$ cat src/design/pswc_pkg.sv
// Purpose: Shared constants and types for the power state and wake controller.
// Assumes: 200 MHz core clock.
// Notes: Long delays are also top-level parameters so a simulation can shorten them.
package pswc_pkg;
	localparam int unsigned CLK_PERIOD_PS = 5000;
	localparam int unsigned RESUME_TIME_MS = 2;
	localparam int unsigned EVENT_PULSE_TIME_MS = 50;
	// Cycles per millisecond are taken first so the product stays inside 32 bits.
	localparam int unsigned CYCLES_PER_MS = 1000000000 / CLK_PERIOD_PS;
	localparam int unsigned RESUME_CYCLES = RESUME_TIME_MS * CYCLES_PER_MS;
	localparam int unsigned EVENT_PULSE_CYCLES = EVENT_PULSE_TIME_MS * CYCLES_PER_MS;
	localparam int unsigned RESUME_CNT_W = 19;
	localparam int unsigned PULSE_CNT_W = 24;

	localparam logic [1:0] MODE_NORMAL = 2'h0;
	localparam logic [1:0] MODE_WAKE_FRAME = 2'h1;
	localparam logic [1:0] MODE_ENERGY = 2'h2;
	localparam logic [1:0] WAKEUP_STATUS_FIELD_NONE = 2'h0;
	localparam logic [1:0] WAKEUP_STATUS_FIELD_ENERGY = 2'h1;
	localparam logic [1:0] WAKEUP_STATUS_FIELD_FRAME = 2'h2;

	localparam logic RESET_READY = 1'b1;
	localparam logic RESET_ARMED = 1'b0;
	localparam logic RESET_ENABLE = 1'b0;

	typedef enum logic [3:0] {
		ST_NORMAL = 4'h1,
		ST_SLEEP_FRAME = 4'h2,
		ST_SLEEP_ENERGY = 4'h4,
		ST_RESUME = 4'h8
	} pswc_state_t;

	typedef struct packed {
		pswc_state_t state;
		logic ready;
		logic writesArmed;
		logic [1:0] powerMode;
		logic [1:0] wakeupStatus;
		logic wakeFrameEnable;
		logic energyDetectEnable;
		logic eventPinEnable;
		logic eventPinPulseMode;
		logic pmeIntStatus;
		logic eventPin;
		logic eventQualPrev;
		logic [PULSE_CNT_W-1:0] pulseCnt;
		logic [RESUME_CNT_W-1:0] resumeCnt;
		logic frameDetectOn;
		logic macHostClkEn;
		logic internalClkEn;
		logic rxPmClkEn;
		logic phyFullOn;
	} pswc_regs_t;
endpackage : pswc_pkg

$ cat src/design/pswc_power_state_wake_ctrl.sv
// Purpose: Normal and two sleep states, wake detection, event pin and interrupt flag.
// Assumes: Host accesses arrive as one-cycle strobes synchronous to clk.
// Notes: The wake-frame filter and the PHY itself live outside this block.
`timescale 1ns/1ps
`default_nettype none

// Overview of operation
// - Writing 01 to the power mode field enters the wake-frame sleep state.
// - Ready clears on entering either sleep state and stays clear until normal again.
// - Any write to the wake test register while asleep wakes and resets the mode field.
// - After reset or wake, writes are ignored until at least one read is seen.
// - Wake-frame sleep enables frame detection; pin needs frame and pin enables.
// - A frame detected in wake-frame sleep sets wake-up status to 10.
// - Carrier in energy sleep sets status 01; pin needs energy and pin enables.
// - The interrupt flag is set on any wake event regardless of the pin enable.
// - The flag holds while the event is active, then clears by writing one.
// - With pulse mode set, the event pin is active for 50 ms after an event.
// - With pulse mode clear, the event pin stays active until deactivated.
// - Clearing status, the matching wake enable or the pin enable drops the pin.
// - Carrier already present on entering energy sleep is detected at once.
// - Wake-frame sleep stops MAC and host; energy sleep stops all but detection.
// - Configuration and register contents are kept across both sleep states.
// - Ready is set within 2 ms of the waking write to the test register.
module pswc_power_state_wake_ctrl #(
	parameter int unsigned RESUME_CYCLES = pswc_pkg::RESUME_CYCLES,
	parameter int unsigned EVENT_PULSE_CYCLES = pswc_pkg::EVENT_PULSE_CYCLES
) (
	input wire logic clk,
	input wire logic reset,
	input wire logic hostRead,
	input wire logic ctrlWrite,
	input wire logic [1:0] ctrlWrPowerMode,
	input wire logic ctrlWrWakeFrameEnable,
	input wire logic ctrlWrEnergyDetectEnable,
	input wire logic ctrlWrEventPinEnable,
	input wire logic ctrlWrEventPinPulseMode,
	input wire logic [1:0] ctrlWrWakeupStatusClear,
	input wire logic intStatusClearWrite,
	input wire logic testRegWrite,
	input wire logic wakeFrameDetected,
	input wire logic carrierPresent,
	output logic ready,
	output logic writesArmed,
	output logic [1:0] powerMode,
	output logic [1:0] wakeupStatus,
	output logic wakeFrameEnable,
	output logic energyDetectEnable,
	output logic eventPinEnable,
	output logic eventPinPulseMode,
	output logic pmeIntStatus,
	output logic eventPin,
	output logic frameDetectOn,
	output logic macHostClkEn,
	output logic internalClkEn,
	output logic rxPmClkEn,
	output logic phyFullOn
);
	import pswc_pkg::*;

	localparam logic [RESUME_CNT_W-1:0] RESUME_LOAD = RESUME_CNT_W'(RESUME_CYCLES - 1);
	localparam logic [PULSE_CNT_W-1:0] PULSE_LOAD = PULSE_CNT_W'(EVENT_PULSE_CYCLES);

	pswc_regs_t r_q;
	pswc_regs_t r_d;
	logic writeOk;
	logic eventActive;
	logic eventQual;
	pswc_state_t nextState;

	always_comb
	begin
		r_d = r_q;
		// Writes are honoured only once a read has been seen.
		writeOk = ctrlWrite && r_q.writesArmed && r_q.ready;
		nextState = r_q.state;

		if (hostRead)
		begin
			r_d.writesArmed = 1'b1;
		end

		case (r_q.state)
			ST_NORMAL:
			begin
				if (writeOk && ctrlWrPowerMode == MODE_WAKE_FRAME)
				begin
					nextState = ST_SLEEP_FRAME;
				end
				else if (writeOk && ctrlWrPowerMode == MODE_ENERGY)
				begin
					nextState = ST_SLEEP_ENERGY;
				end
				else
				begin
					nextState = ST_NORMAL;
				end
			end
			ST_SLEEP_FRAME, ST_SLEEP_ENERGY:
			begin
				if (testRegWrite)
				begin
					nextState = ST_RESUME;
				end
			end
			ST_RESUME:
			begin
				if (r_q.resumeCnt == '0)
				begin
					nextState = ST_NORMAL;
				end
			end
			default:
			begin
				nextState = ST_NORMAL;
			end
		endcase
		r_d.state = nextState;

		// Control fields change only by an honoured write, so sleep keeps them.
		if (writeOk)
		begin
			r_d.wakeFrameEnable = ctrlWrWakeFrameEnable;
			r_d.energyDetectEnable = ctrlWrEnergyDetectEnable;
			r_d.eventPinEnable = ctrlWrEventPinEnable;
			r_d.eventPinPulseMode = ctrlWrEventPinPulseMode;
			r_d.wakeupStatus = r_q.wakeupStatus & ~ctrlWrWakeupStatusClear;
		end

		// Detection is applied after the clear so a same-cycle event wins.
		if (r_q.state == ST_SLEEP_FRAME && wakeFrameDetected)
		begin
			r_d.wakeupStatus = WAKEUP_STATUS_FIELD_FRAME;
		end
		// A carrier level already present is seen on the first sleep cycle.
		if (r_q.state == ST_SLEEP_ENERGY && carrierPresent)
		begin
			r_d.wakeupStatus = WAKEUP_STATUS_FIELD_ENERGY;
		end

		case (nextState)
			ST_SLEEP_FRAME:
			begin
				r_d.powerMode = MODE_WAKE_FRAME;
			end
			ST_SLEEP_ENERGY:
			begin
				r_d.powerMode = MODE_ENERGY;
			end
			default:
			begin
				r_d.powerMode = MODE_NORMAL;
			end
		endcase

		r_d.ready = (nextState == ST_NORMAL);
		if (nextState == ST_RESUME && r_q.state != ST_RESUME)
		begin
			r_d.resumeCnt = RESUME_LOAD;
			r_d.writesArmed = 1'b0;
		end
		else if (r_q.resumeCnt != '0)
		begin
			r_d.resumeCnt = r_q.resumeCnt - 1'b1;
		end

		// Internal event is the status field qualified by its matching enable.
		eventActive = (r_d.wakeupStatus == WAKEUP_STATUS_FIELD_FRAME && r_d.wakeFrameEnable)
			|| (r_d.wakeupStatus == WAKEUP_STATUS_FIELD_ENERGY && r_d.energyDetectEnable);

		// Flag follows any event; a write of one clears it only after the event ends.
		if (eventActive)
		begin
			r_d.pmeIntStatus = 1'b1;
		end
		else if (intStatusClearWrite && r_q.writesArmed)
		begin
			r_d.pmeIntStatus = 1'b0;
		end

		eventQual = eventActive && r_d.eventPinEnable;
		r_d.eventQualPrev = eventQual;
		if (eventQual && !r_q.eventQualPrev)
		begin
			r_d.pulseCnt = PULSE_LOAD;
		end
		else if (r_q.pulseCnt != '0)
		begin
			r_d.pulseCnt = r_q.pulseCnt - 1'b1;
		end
		if (!eventQual)
		begin
			r_d.pulseCnt = '0;
		end
		r_d.eventPin = eventQual && (!r_d.eventPinPulseMode || r_d.pulseCnt != '0);

		r_d.frameDetectOn = (nextState == ST_SLEEP_FRAME);
		r_d.macHostClkEn = (nextState == ST_NORMAL) || (nextState == ST_RESUME);
		r_d.internalClkEn = (nextState != ST_SLEEP_ENERGY);
		r_d.rxPmClkEn = (nextState != ST_SLEEP_ENERGY);
		r_d.phyFullOn = (nextState != ST_SLEEP_ENERGY);
	end

	always_ff @(posedge clk or posedge reset)
	begin
		if (reset)
		begin
			r_q <= '0;
			r_q.state <= ST_NORMAL;
			r_q.ready <= RESET_READY;
			r_q.writesArmed <= RESET_ARMED;
			r_q.powerMode <= MODE_NORMAL;
			r_q.wakeupStatus <= WAKEUP_STATUS_FIELD_NONE;
			r_q.wakeFrameEnable <= RESET_ENABLE;
			r_q.energyDetectEnable <= RESET_ENABLE;
			r_q.eventPinEnable <= RESET_ENABLE;
			r_q.eventPinPulseMode <= RESET_ENABLE;
			r_q.macHostClkEn <= 1'b1;
			r_q.internalClkEn <= 1'b1;
			r_q.rxPmClkEn <= 1'b1;
			r_q.phyFullOn <= 1'b1;
		end
		else
		begin
			r_q <= r_d;
		end
	end

	assign ready = r_q.ready;
	assign writesArmed = r_q.writesArmed;
	assign powerMode = r_q.powerMode;
	assign wakeupStatus = r_q.wakeupStatus;
	assign wakeFrameEnable = r_q.wakeFrameEnable;
	assign energyDetectEnable = r_q.energyDetectEnable;
	assign eventPinEnable = r_q.eventPinEnable;
	assign eventPinPulseMode = r_q.eventPinPulseMode;
	assign pmeIntStatus = r_q.pmeIntStatus;
	assign eventPin = r_q.eventPin;
	assign frameDetectOn = r_q.frameDetectOn;
	assign macHostClkEn = r_q.macHostClkEn;
	assign internalClkEn = r_q.internalClkEn;
	assign rxPmClkEn = r_q.rxPmClkEn;
	assign phyFullOn = r_q.phyFullOn;
endmodule : pswc_power_state_wake_ctrl

`default_nettype wire

$ cat config.mk
export PLATFORM = sky130hd
export DESIGN_NAME = pswc_power_state_wake_ctrl
export DESIGN_NICKNAME = d
export VERILOG_FILES = /design/src/design/pswc_pkg.sv /design/src/design/pswc_power_state_wake_ctrl.sv
export SDC_FILE = /design/constraint.sdc
export NUM_CORES = 1
export LEC_CHECK = 0
export ABC_AREA = 1
export BUFFER_PORTS_ARGS = -buffer_cell sky130_fd_sc_hd__buf_4
export CAP_MARGIN = 20
export CORE_UTILIZATION = 55
export CTS_CLUSTER_SIZE = 24
export DETAILED_ROUTE_END_ITERATION = 6
export GPL_TIMING_DRIVEN = 1
export PLACE_DENSITY = 0.75
export REMOVE_ABC_BUFFERS = 1
export SLEW_MARGIN = 20
export SYNTH_ARGS = -nofsm -noshare
export SYNTH_HDL_FRONTEND = slang
export SYNTH_SLANG_ARGS = --single-unit
export TNS_END_PERCENT = 30
$ cat constraint.sdc
create_clock -name clk -period 2.35 [get_ports clk]
set_clock_uncertainty 0.05 [all_clocks]
set_input_delay 0.235 -clock clk [delete_from_list [all_inputs] [get_ports clk]]
set_output_delay 0.235 -clock clk [all_outputs]
set_load 0.01 [all_outputs]
# == Yosys cells after proc, flatten, opt, wreduce, memory -nomap -nowiden ==
# Cells that the tools add are included.
# word_totals
ff_bits,63
wordCells,79
# classes
n_addsub,2
eq_ne,14
n_mux,18
n_bitwise,2
n_reduce_logical,26
# ops
cell,n
24-bit 2-to-1 mux,3
24-bit nonzero test,2
19-bit 2-to-1 mux,2
24-bit by 1-bit subtractor with 24-bit output (second input constant),1
19-bit logical NOT,1
19-bit nonzero test,1
19-bit by 1-bit subtractor with 19-bit output (second input constant),1
1-bit logical AND,13
4-bit case mux with 3 select lines,1
4-bit by 1-bit == test with 1-bit output (second input constant),2
4-bit by 2-bit == test with 1-bit output (second input constant),2
4-bit by 3-bit == test with 1-bit output (second input constant),2
4-bit == test (second input constant),2
4-bit 2-to-1 mux,2
3-bit 2-to-1 mux,2
6-bit 2-to-1 mux,1
2-bit nonzero test,3
2-bit by 1-bit == test with 1-bit output (second input constant),2
2-bit == test (second input constant),2
1-bit 2-to-1 mux,4
2-bit 2-to-1 mux,2
4-bit by 3-bit inequality test with 1-bit output (second input constant),1
4-bit inequality test (second input constant),1
2-bit case mux with 2 select lines,1
5 further kinds,8

# == Longest topological paths before layout ==
# Gate-level depths: netlist of the first run.
# logic_depth
ltp_word,15
depth_mapped,16
ltp_nobuf,16

# == Worst setup path after synthesis of the first run ==
# OpenSTA, ideal clock, no wires.
# synth_path
path_type,register to register
start,register r_q[24] in the netlist's numbering
end,register r_q (netlist bit eventPin)
setup_time_ns,0.117
t_arrival_ns,1.673
required_time_ns,2.183
setup_slack_ns,0.511
path_stages_with_launch,15
path_buffers,1
path_cell_list,dfrtp_1 -> inv_2 -> ha_1 -> nand2_1 -> nor2_2 -> nand3_4 -> buf_2 -> nand2_1 -> nand2_1 -> nand2_1 -> nand2_1 -> nor2_1 -> nand3_2 -> nor2_1 -> nor2_1
# synth_rtl
item,line_no,rtl
start: declaration,pswc_power_state_wake_ctrl.sv:63,pswc_regs_t r_q;
start signal: assignment,pswc_power_state_wake_ctrl.sv:224,r_q <= r_d;

==> out/qor.yml, run 1 <==
status: "completed"
yosysMostFrequentCell: "nand2_1"
via_per_inst: 5.42
via_count: 3303
hp-class: "in -> reg"
syn2layout_area_growth_pct: 16.4
seq_area_frac_synth: 0.426
top_layer_used: "met4"
synth_top_cells_by_area: "dfrtp_1 40%, nand2_1 11%, nor2_1 9.2%, inv_1 5.9%, a21oi_1 3.0%"
dr.first_iter.drc_count: 202
port_buffers: 32
ys.flop_type: "dfrtp_1"
clkTransAtPathRegs_ns: 0.07
synth_area_um2: 3650
p_leak_nw: 2.29
dp_hpwl_um: 6700
async_flop_share: 1.00
clock_latency_ns: 0.33
path_max_fanout: 5
wl_met3_um: 313
worst_slack_ns: 0.137
rsz0062_at_grt: "no"
ctsRootBufferMaster: "clkbuf_8"
ys_seq_elements: 62
synth_area_leader_cell: "dfrtp_1"
layout.cells.non_filler: 609
grt_pass1_vias: 3221
wl_met2_um: 4250
core-area_um2: 6390
p_int_mw: 2.55
cts_tree: "done"
drv_cap: 0
fin_crit_sh: 0.942
synth_top_area_frac: 0.397
rows: 29
synth.distinct_cells: 41
synth_common_cells: "110 x nand2_1, 90 x nor2_1, 58 x dfrtp_1, 57 x inv_1"
p_clk_frac: 0.263
die_w_um: 83.5
p_seq_frac: 0.351
nFillCells: 558
finalMaxSlewViolations: 0
clock-sinks: 62
postRouteAntennaNets: 0
nets: 546
dr.pass1.iters: 6
combPwrFrac: 0.385
numCtsBuffers: 9
required_ns: 2.52
drc: 0
setup-violations-final: 0
dieArea_um2: 6970
syn_inst: 484
timing_hold_violations_final: 0
p_sw_frac: 0.378
syn-mean-instance-area_um2: 7.55
switchingPower_mw: 1.55
m1WireLength_um: 3660
antenna_found_initial: 0
grt_remaining_overflow: 0
peakVddDrop_mv: 0.621
max_freq_ghz: 0.452
worstSetupPathType: "reg -> reg"
finalSetupTns_ns: 0
wire_per_inst_um: 14.0
worst_setup_path_end_kind: "flop"
cts_max_path_buffers: 2
period_minus_slack_ns: 2.21
start_util: 0.572
drive_above_1_share: 0.192
grt_max_degree: 24
start_kind: "flop"
fp.dieH_um: 83.5
crit_arrival_ns: 2.39
grt.total_usage: 0.264
htreeDepth: 3
p_per_area_nw_per_um2: 964
gp_congestion: 0.996
drt-total-wl_um: 8540
grt_pass1_wl_um: 14500
pre_cts_slack_ns: 0.108
synth_edf_count: 0
yosys_warnings: 0
ioPinCount: 33
dp.cells: 589
n_antenna_cell: 0
relSlewSlack: 0.683
max_slew.worst_pin.slew_ns: 0.475
[state kept, by name (all words and copies together), names as in the netlist]
| signal | count |
|---|---|
| writesArmed | 1 |
| eventPin | 1 |
| eventPinEnable | 1 |
| energyDetectEnable | 1 |
| phyFullOn | 1 |
| eventPinPulseMode | 1 |
| frameDetectOn | 1 |
| powerMode | 1 |
| r_q | 48 |
| ready | 1 |
| macHostClkEn | 1 |
| pmeIntStatus | 1 |
| wakeupStatus | 2 |
| wakeFrameEnable | 1 |
[critical path, cell delays in order, from the launching register on]
cell and delay, ns:
dfrtp_1 0.43, nor2_1 0.21, nand2_1 0.15, nor2_4 0.17, nand3_2 0.17, nand2_1 0.13
xor2_1 0.21, a21oi_1 0.09, nor2_1 0.20, nand3_1 0.12, nor2_1 0.12, nor2_1 0.05
[layer usage]
layer,vias to the layer above,GRT usage
met5,-,0
met1,1554,0.325
met2,87,0.451
li1,1635,-
met4,0,0.136
met3,27,0.0396
[cells in the final DEF (no fill, tap or decap), drive strengths merged, types with 3 or more instances in the layout]
cell / Yosys / final
a211oi: 4 / 4
a21oi: 24 / 24
buf: 8 / 41
clkbuf: 2 / 13
dfrtp: 58 / 58
dfstp: 4 / 4
ha: 3 / 3
inv: 64 / 64
nand2: 117 / 117
nand3: 29 / 29
nand3b: 8 / 8
nand4: 11 / 11
nor2: 98 / 98
nor3: 10 / 10
nor4: 4 / 4
o21ai: 11 / 11
xnor2: 5 / 5
xor2: 10 / 10
[metrics by stage]
step	util	instance area, um^2	power [mW]	hold WS, ns
2_1_floorplan	-	3590	2.55	0.295
3_3_place_gp	0.622	3970	2.99	0.226
3_5_place_dp	0.622	3970	3.01	0.232
4_1_cts	0.660	4220	4.11	0.0734
5_1_grt	0.666	4260	4.39	0.0796
6_report	0.666	4260	4.10	0.0802
[worst paths after layout]
kind	slack, ns	cells past startpoint	end	from
hold reg to reg	0.46	1	r_q[22]	r_q[22]
min in group asynchronous	0.42	3	r_q[62]	reset
max in group asynchronous	1.19	4	r_q[41]	reset
hold / removal	0.08	3	eventPinPulseMode	ctrlWrEventPinPulseMode
setup reg to reg	0.14	11	eventPin	r_q[34]
setup / recovery	0.14	11	eventPin	r_q[34]
[timing repair]
item,CTS,global route
resized for setup,0,4
hold buffers,1,0
buffers inserted,0,3
hold endpoints to repair,17,0
endpoints found under the setup margin,0,4
[power by group through the flow]
stage / clock network (mW) / logic [mW] / registers (mW)
final: 1.08 / 1.58 / 1.44
after global routing: 1.14 / 1.78 / 1.46
after CTS: 1.10 / 1.57 / 1.44
after detailed placement: 0 / 1.56 / 1.45
after global placement: 0 / 1.54 / 1.45
after floorplan: 0 / 1.10 / 1.45
[kinds of logic after synthesis]
group | Yosys count | share of synthesized area
DFF | 62 | 0.426
xor gates and xnor gates | 15 | 0.0359
AOI/OAI and AO/OA | 52 | 0.0918
adders and majority gates | 3 | 0.0103
and+or+nand+nor | 277 | 0.352
buffers and inverters | 75 | 0.0839
[area by class of cell]
cell class / instances / area (um^2) / share of cell area
clock buffer: 13 / 169 / 0.0397
clock inverter: 3 / 65.1 / 0.0153
inverter: 65 / 244 / 0.0573
multi-input combinational: 347 / 1810 / 0.425
sequential: 62 / 1560 / 0.366
tap: 77 / 96.3 / 0.0226
timing repair buffer: 42 / 318 / 0.0747
No activity file was read; power rests on OpenSTA's default activity.
==> run 2, diff against run 1 <==
- SETUP_SLACK_MARGIN: not set -> 0.3
==> run 2 against run 1 <==
  * Via count is 8.0% higher
  * Clock-buffer cell count stayed put
  * Largest cell class unchanged
  * Total power is 6.9% higher
  * Sequential cell count stayed put
  * Critical path type unchanged
  * Sequential share of layout area is 3.3 points lower
  * Register-to-register slack better by 0.06 ns
  * Critical path depth is 2 higher
  * Cell count is 5.1% higher
==> out/qor.yml, run 2 (same netlist as run 1, synthesis figures left out) <==
status: "completed"
dr.first_iter.drc_count: 245
largest_reg_flops: 48
htreeDepth: 3
antenna_found_initial: 0
wire_per_inst_um: 14.9
ioPinCount: 33
cts_max_path_buffers: 2
core-area_um2: 6390
reg2reg_depth: 13
dieArea_um2: 6970
n_antenna_cell: 0
multi_input_area_um2: 1970
port_buffers: 32
grt.total_usage: 0.269
start_util: 0.572
r2r_slack_ns: 0.20
via_per_inst: 5.58
placed_area_um2: 3970
crit_arrival_ns: 2.34
dr.pass1.iters: 5
finalPower_mw: 4.39
grt_pass1_vias: 3306
p_per_area_nw_per_um2: 938
die_w_um: 83.5
cp-endpoint: "eventPin"
setup-violations-final: 0
grt_remaining_overflow: 0
fp.dieH_um: 83.5
ctsRootBufferMaster: "clkbuf_8"
drt-total-wl_um: 9560
relSlewSlack: 0.634
reg.largest.list: "r_q (48), wakeupStatus (2)"
timing_hold_violations_final: 0
clock_latency_ns: 0.34
clkTransAtPathRegs_ns: 0.07
finalMaxSlewViolations: 0
top_register: "r_q"
start_kind: "flop"
max_freq_ghz: 0.464
grt_pass1_wl_um: 14800
worstSetupPathType: "reg -> reg"
rows: 29
fin_area_um2: 4680
period_minus_slack_ns: 2.15
rsz0062_at_grt: "yes"
cp-startpoint: "ready"
max_slew.worst_pin.slew_ns: 0.549
via_count: 3568
layout_commonest_cell: "nand2_1"
grt_max_degree: 24
finalSetupTns_ns: 0
reg2reg_from: "ready"
final_cell_mix: "99 x nand2_1, 71 x nor2_1, 64 x buf_4, 58 x dfrtp_1, 51 x inv_1"
drv_cap: 0
numCtsBuffers: 9
peakVddDrop_mv: 0.617
final-seq-area_um2: 1560
cts_tree: "done"
nets: 577
syn2layout_area_growth_pct: 27.9
timing.rr.end: "eventPin"
nFillCells: 476
postRouteAntennaNets: 0
gp_congestion: 0.996
hp-class: "in -> reg"
clock-sinks: 62
worst_setup_path_end_kind: "flop"
drc: 0
path_max_fanout: 6
fin_crit_sh: 0.917
p_leak_nw: 2.50
required_ns: 2.53
drive_above_1_share: 0.307
dp_hpwl_um: 6700
## run 2: area by class of cell
type                    instances  share of cell area
repair buffers                 72               0.124
clock inverters                 3              0.0139
inverters                      65              0.0522
well taps                      77              0.0206
multi-input cells             348               0.421
clock buffers                  13              0.0361
flip-flops and latches         62               0.333
## run 2: worst min-delay path by stage
| stage | start | endpoint | cells after the start |
|---|---|---|---|
| 6_report | ctrlWrWakeFrameEnable | wakeFrameEnable | 3 |
| 5_1_grt | testRegWrite | powerMode[1] | 2 |
| 4_1_cts | ctrlWrWakeFrameEnable | wakeFrameEnable | 3 |
| 3_5_place_dp | reset | r_q[8] | 2 |
| 3_3_place_gp | reset | r_q[9] | 2 |
| 2_1_floorplan | testRegWrite | powerMode[1] | 1 |
## run 2: power by group
group / switching [mW] / leakage (nW) / internal (mW)
clock: 0.402 / 0.120 / 0.683
sequential: 0.195 / 0.795 / 1.26
combinational: 1.08 / 1.58 / 0.762
total: 1.68 / 2.50 / 2.71
## run 2: per-stage QoR
stage	setup WS [ns]	utilization	cells	hold slack, ns
finish	0.196	0.732	640	0.0784
global route	0.0632	0.732	640	0.0797
CTS	0.214	0.677	618	0.0734
detailed placement	0.108	0.622	589	0.232
global placement	0.0942	0.622	589	0.226
floorplan	0.483	-	474	0.295
## run 2: critical path: stages (launching register included)
cell and delay [ns]:
dfstp_2 0.59, nand2_2 0.08, nor2_4 0.16, nand2_1 0.07, nand2_1 0.09, a21boi_2 0.06, nand2_2 0.17, nand2_8 0.10
nand3_4 0.15, a21oi_1 0.06, nor2_1 0.20, nand3_1 0.12, nor2_1 0.10, nor2_1 0.05
## run 2: layer usage
metal | wire length [um] | GRT usage | share of wire | vias up
li1 | - | - | - | 1705
met1 | 3920 | 0.329 | 0.41 | 1719
met5 | 0 | 0 | 0 | -
met3 | 403 | 0.0386 | 0.042 | 25
met2 | 4920 | 0.461 | 0.51 | 119
met4 | 320 | 0.145 | 0.033 | 0
## run 2: what timing repair did
item,4_1_cts,5_1_grt
hold buffers,1,0
gates resized for setup,4,53
endpoints found under the setup margin,9,25
cloned,0,1
setup buffers,12,21
hold endpoints to repair,17,0
pin swaps,2,26
==> run 3, diff against run 2 <==
- CORE_UTILIZATION: 55 -> 45
- PLACE_DENSITY: 0.75 -> not set
==> run 3 against run 2 <==
  * Register-to-register slack about the same
  * Sequential cell count unchanged
  * Combinational power increased by 8%
  * Critical path type unchanged
  * Largest power group unchanged
  * Cell count grew 4.4%
  * Worst hold slack gained 0.0014 ns
  * Critical path depth shrank 1
  * Core utilization shrank 11 points
  * Setup slack improved by 0.015 ns
  * Global-route usage shrank 2.9 points
  * Cell area grew 3.3%
  * Non-clock buffer count increased by 4
==> out/qor.yml, run 3 (same netlist as run 1, synthesis figures left out) <==
numCtsBuffers: 9
min_delay_worst_endpoint: "writesArmed"
n_antenna_cell: 0
drt-total-wl_um: 9630
layout.cells.non_filler: 668
dr.pass1.iters: 6
top_register: "r_q"
pre_cts_slack_ns: 0.115
start_kind: "flop"
drive_above_1_share: 0.334
largest_reg_flops: 48
worst_slack_ns: 0.210
relSlewSlack: 0.670
met2_usage: 0.402
htreeDepth: 3
clkTransAtPathRegs_ns: 0.07
ctsRootBufferMaster: "clkbuf_8"
drv_cap: 0
ioPinCount: 33
path_max_fanout: 6
timing.rr.end: "eventPin"
required_ns: 2.53
dp.cells: 614
gp_congestion: 0.876
period_minus_slack_ns: 2.14
cts_max_path_buffers: 2
setup-violations-final: 0
syn2layout_area_growth_pct: 32.1
dp_hpwl_um: 6730
grt_pass1_vias: 3388
worstHoldPathCells: 3
reg2reg_depth: 12
antenna_found_initial: 0
die_w_um: 92.1
dr.first_iter.drc_count: 169
grt_pass1_wl_um: 15700
start_util: 0.468
finalMaxSlewViolations: 0
reg2reg_from: "r_q[35]"
rows: 32
clock_latency_ns: 0.34
layout_commonest_cell: "nand2_1"
max_freq_ghz: 0.467
via_count: 3480
finalPower_mw: 4.55
holdWs_ns: 0.0799
nets: 580
wire_per_inst_um: 14.4
met3_usage: 0.0547
clock-sinks: 62
use_met1: 0.289
grt.total_usage: 0.240
grt_remaining_overflow: 0
postRouteAntennaNets: 0
peakVddDrop_mv: 0.468
p_per_area_nw_per_um2: 942
busiest_layer: "met2"
grt_max_degree: 63
crit_arrival_ns: 2.32
status: "completed"
hp-class: "in -> reg"
p_leak_nw: 2.54
nFillCells: 705
timing_hold_violations_final: 0
final_cell_mix: "97 x nand2_1, 66 x buf_4, 65 x nor2_1, 56 x dfrtp_1, 52 x inv_1"
core-area_um2: 7810
rsz0062_at_grt: "yes"
dieArea_um2: 8490
r2r_slack_ns: 0.21
port_buffers: 32
worstSetupPathType: "reg -> reg"
via_per_inst: 5.21
hold_path_startpoint: "hostRead"
worst_setup_path_end_kind: "flop"
cts_tree: "done"
fp.dieH_um: 92.1
finalSetupTns_ns: 0
max_slew.worst_pin.slew_ns: 0.495
reg.largest.list: "r_q (48), wakeupStatus (2)"
drc: 0
fin_crit_sh: 0.910
## run 3: cell count changes in the layout (fill, tap and decap cells not counted), moves of 2 or more
cell and delta:
nor2_1 -6, nor2_2 +2, buf_4 +2, nand2_1 -2
dfrtp_1 -2, nor3_2 -2, a21oi_2 +3, nand3_2 -2
a21oi_1 -3, nor2_4 +4, nand2_4 +3, dfrtp_2 +2
## run 3: metrics by stage
| step | util | cell area [um^2] |
|---|---|---|
| global placement | 0.515 | 4020 |
| floorplan | - | 3590 |
| detailed placement | 0.515 | 4020 |
| CTS | 0.572 | 4460 |
| global route | 0.619 | 4830 |
| finish | 0.619 | 4830 |
## run 3: how the worst max path moves through the flow
stage,start,to
global route,r_q[41],eventPin
finish,r_q[35],eventPin
CTS,ready,eventPin
detailed placement,r_q[45],eventPin
floorplan,ready,eventPin
global placement,r_q[45],eventPin
## run 3: repair_timing
| item | 4_1_cts | 5_1_grt |
|---|---|---|
| hold endpoints to repair | 58 | 0 |
| resized for setup | 23 | 61 |
| gates cloned | 0 | 0 |
| hold buffers | 1 | 0 |
| setup endpoints to repair | 6 | 22 |
| pin swaps | 8 | 28 |
| setup buffers | 18 | 19 |
## run 3: layout make-up
| type | count | area [um^2] | share of cell area |
|---|---|---|---|
| Multi-Input combinational cell | 347 | 2030 | 0.421 |
| Sequential cell | 62 | 1560 | 0.323 |
| Tap cell | 102 | 128 | 0.0264 |
| Clock inverter | 3 | 65.1 | 0.0135 |
| Inverter | 65 | 249 | 0.0516 |
| Timing Repair Buffer | 76 | 628 | 0.130 |
| Clock buffer | 13 | 169 | 0.0350 |
## run 3: report_power, final
group | switching, mW | internal (mW)
Clock | 0.418 | 0.683
Sequential | 0.201 | 1.26
Combinational | 1.12 | 0.858
## run 3: worst max-delay path, cell delays in order, from the launching register on
cell and delay [ns]:
dfrtp_1 0.45, nor2_2 0.14, nand2_1 0.11, nor2_4 0.18, nand3_4 0.14, buf_6 0.16
buf_4 0.13, nand2_1 0.12, a21oi_1 0.09, nor2_1 0.20, nand3_1 0.13, nor2_2 0.09
nor2_1 0.05
## run 3: layer usage
metal	vias up	routed length [um]
met4	0	408
met3	33	450
li1	1717	-
met1	1631	4020
met2	99	4760
met5	-	0
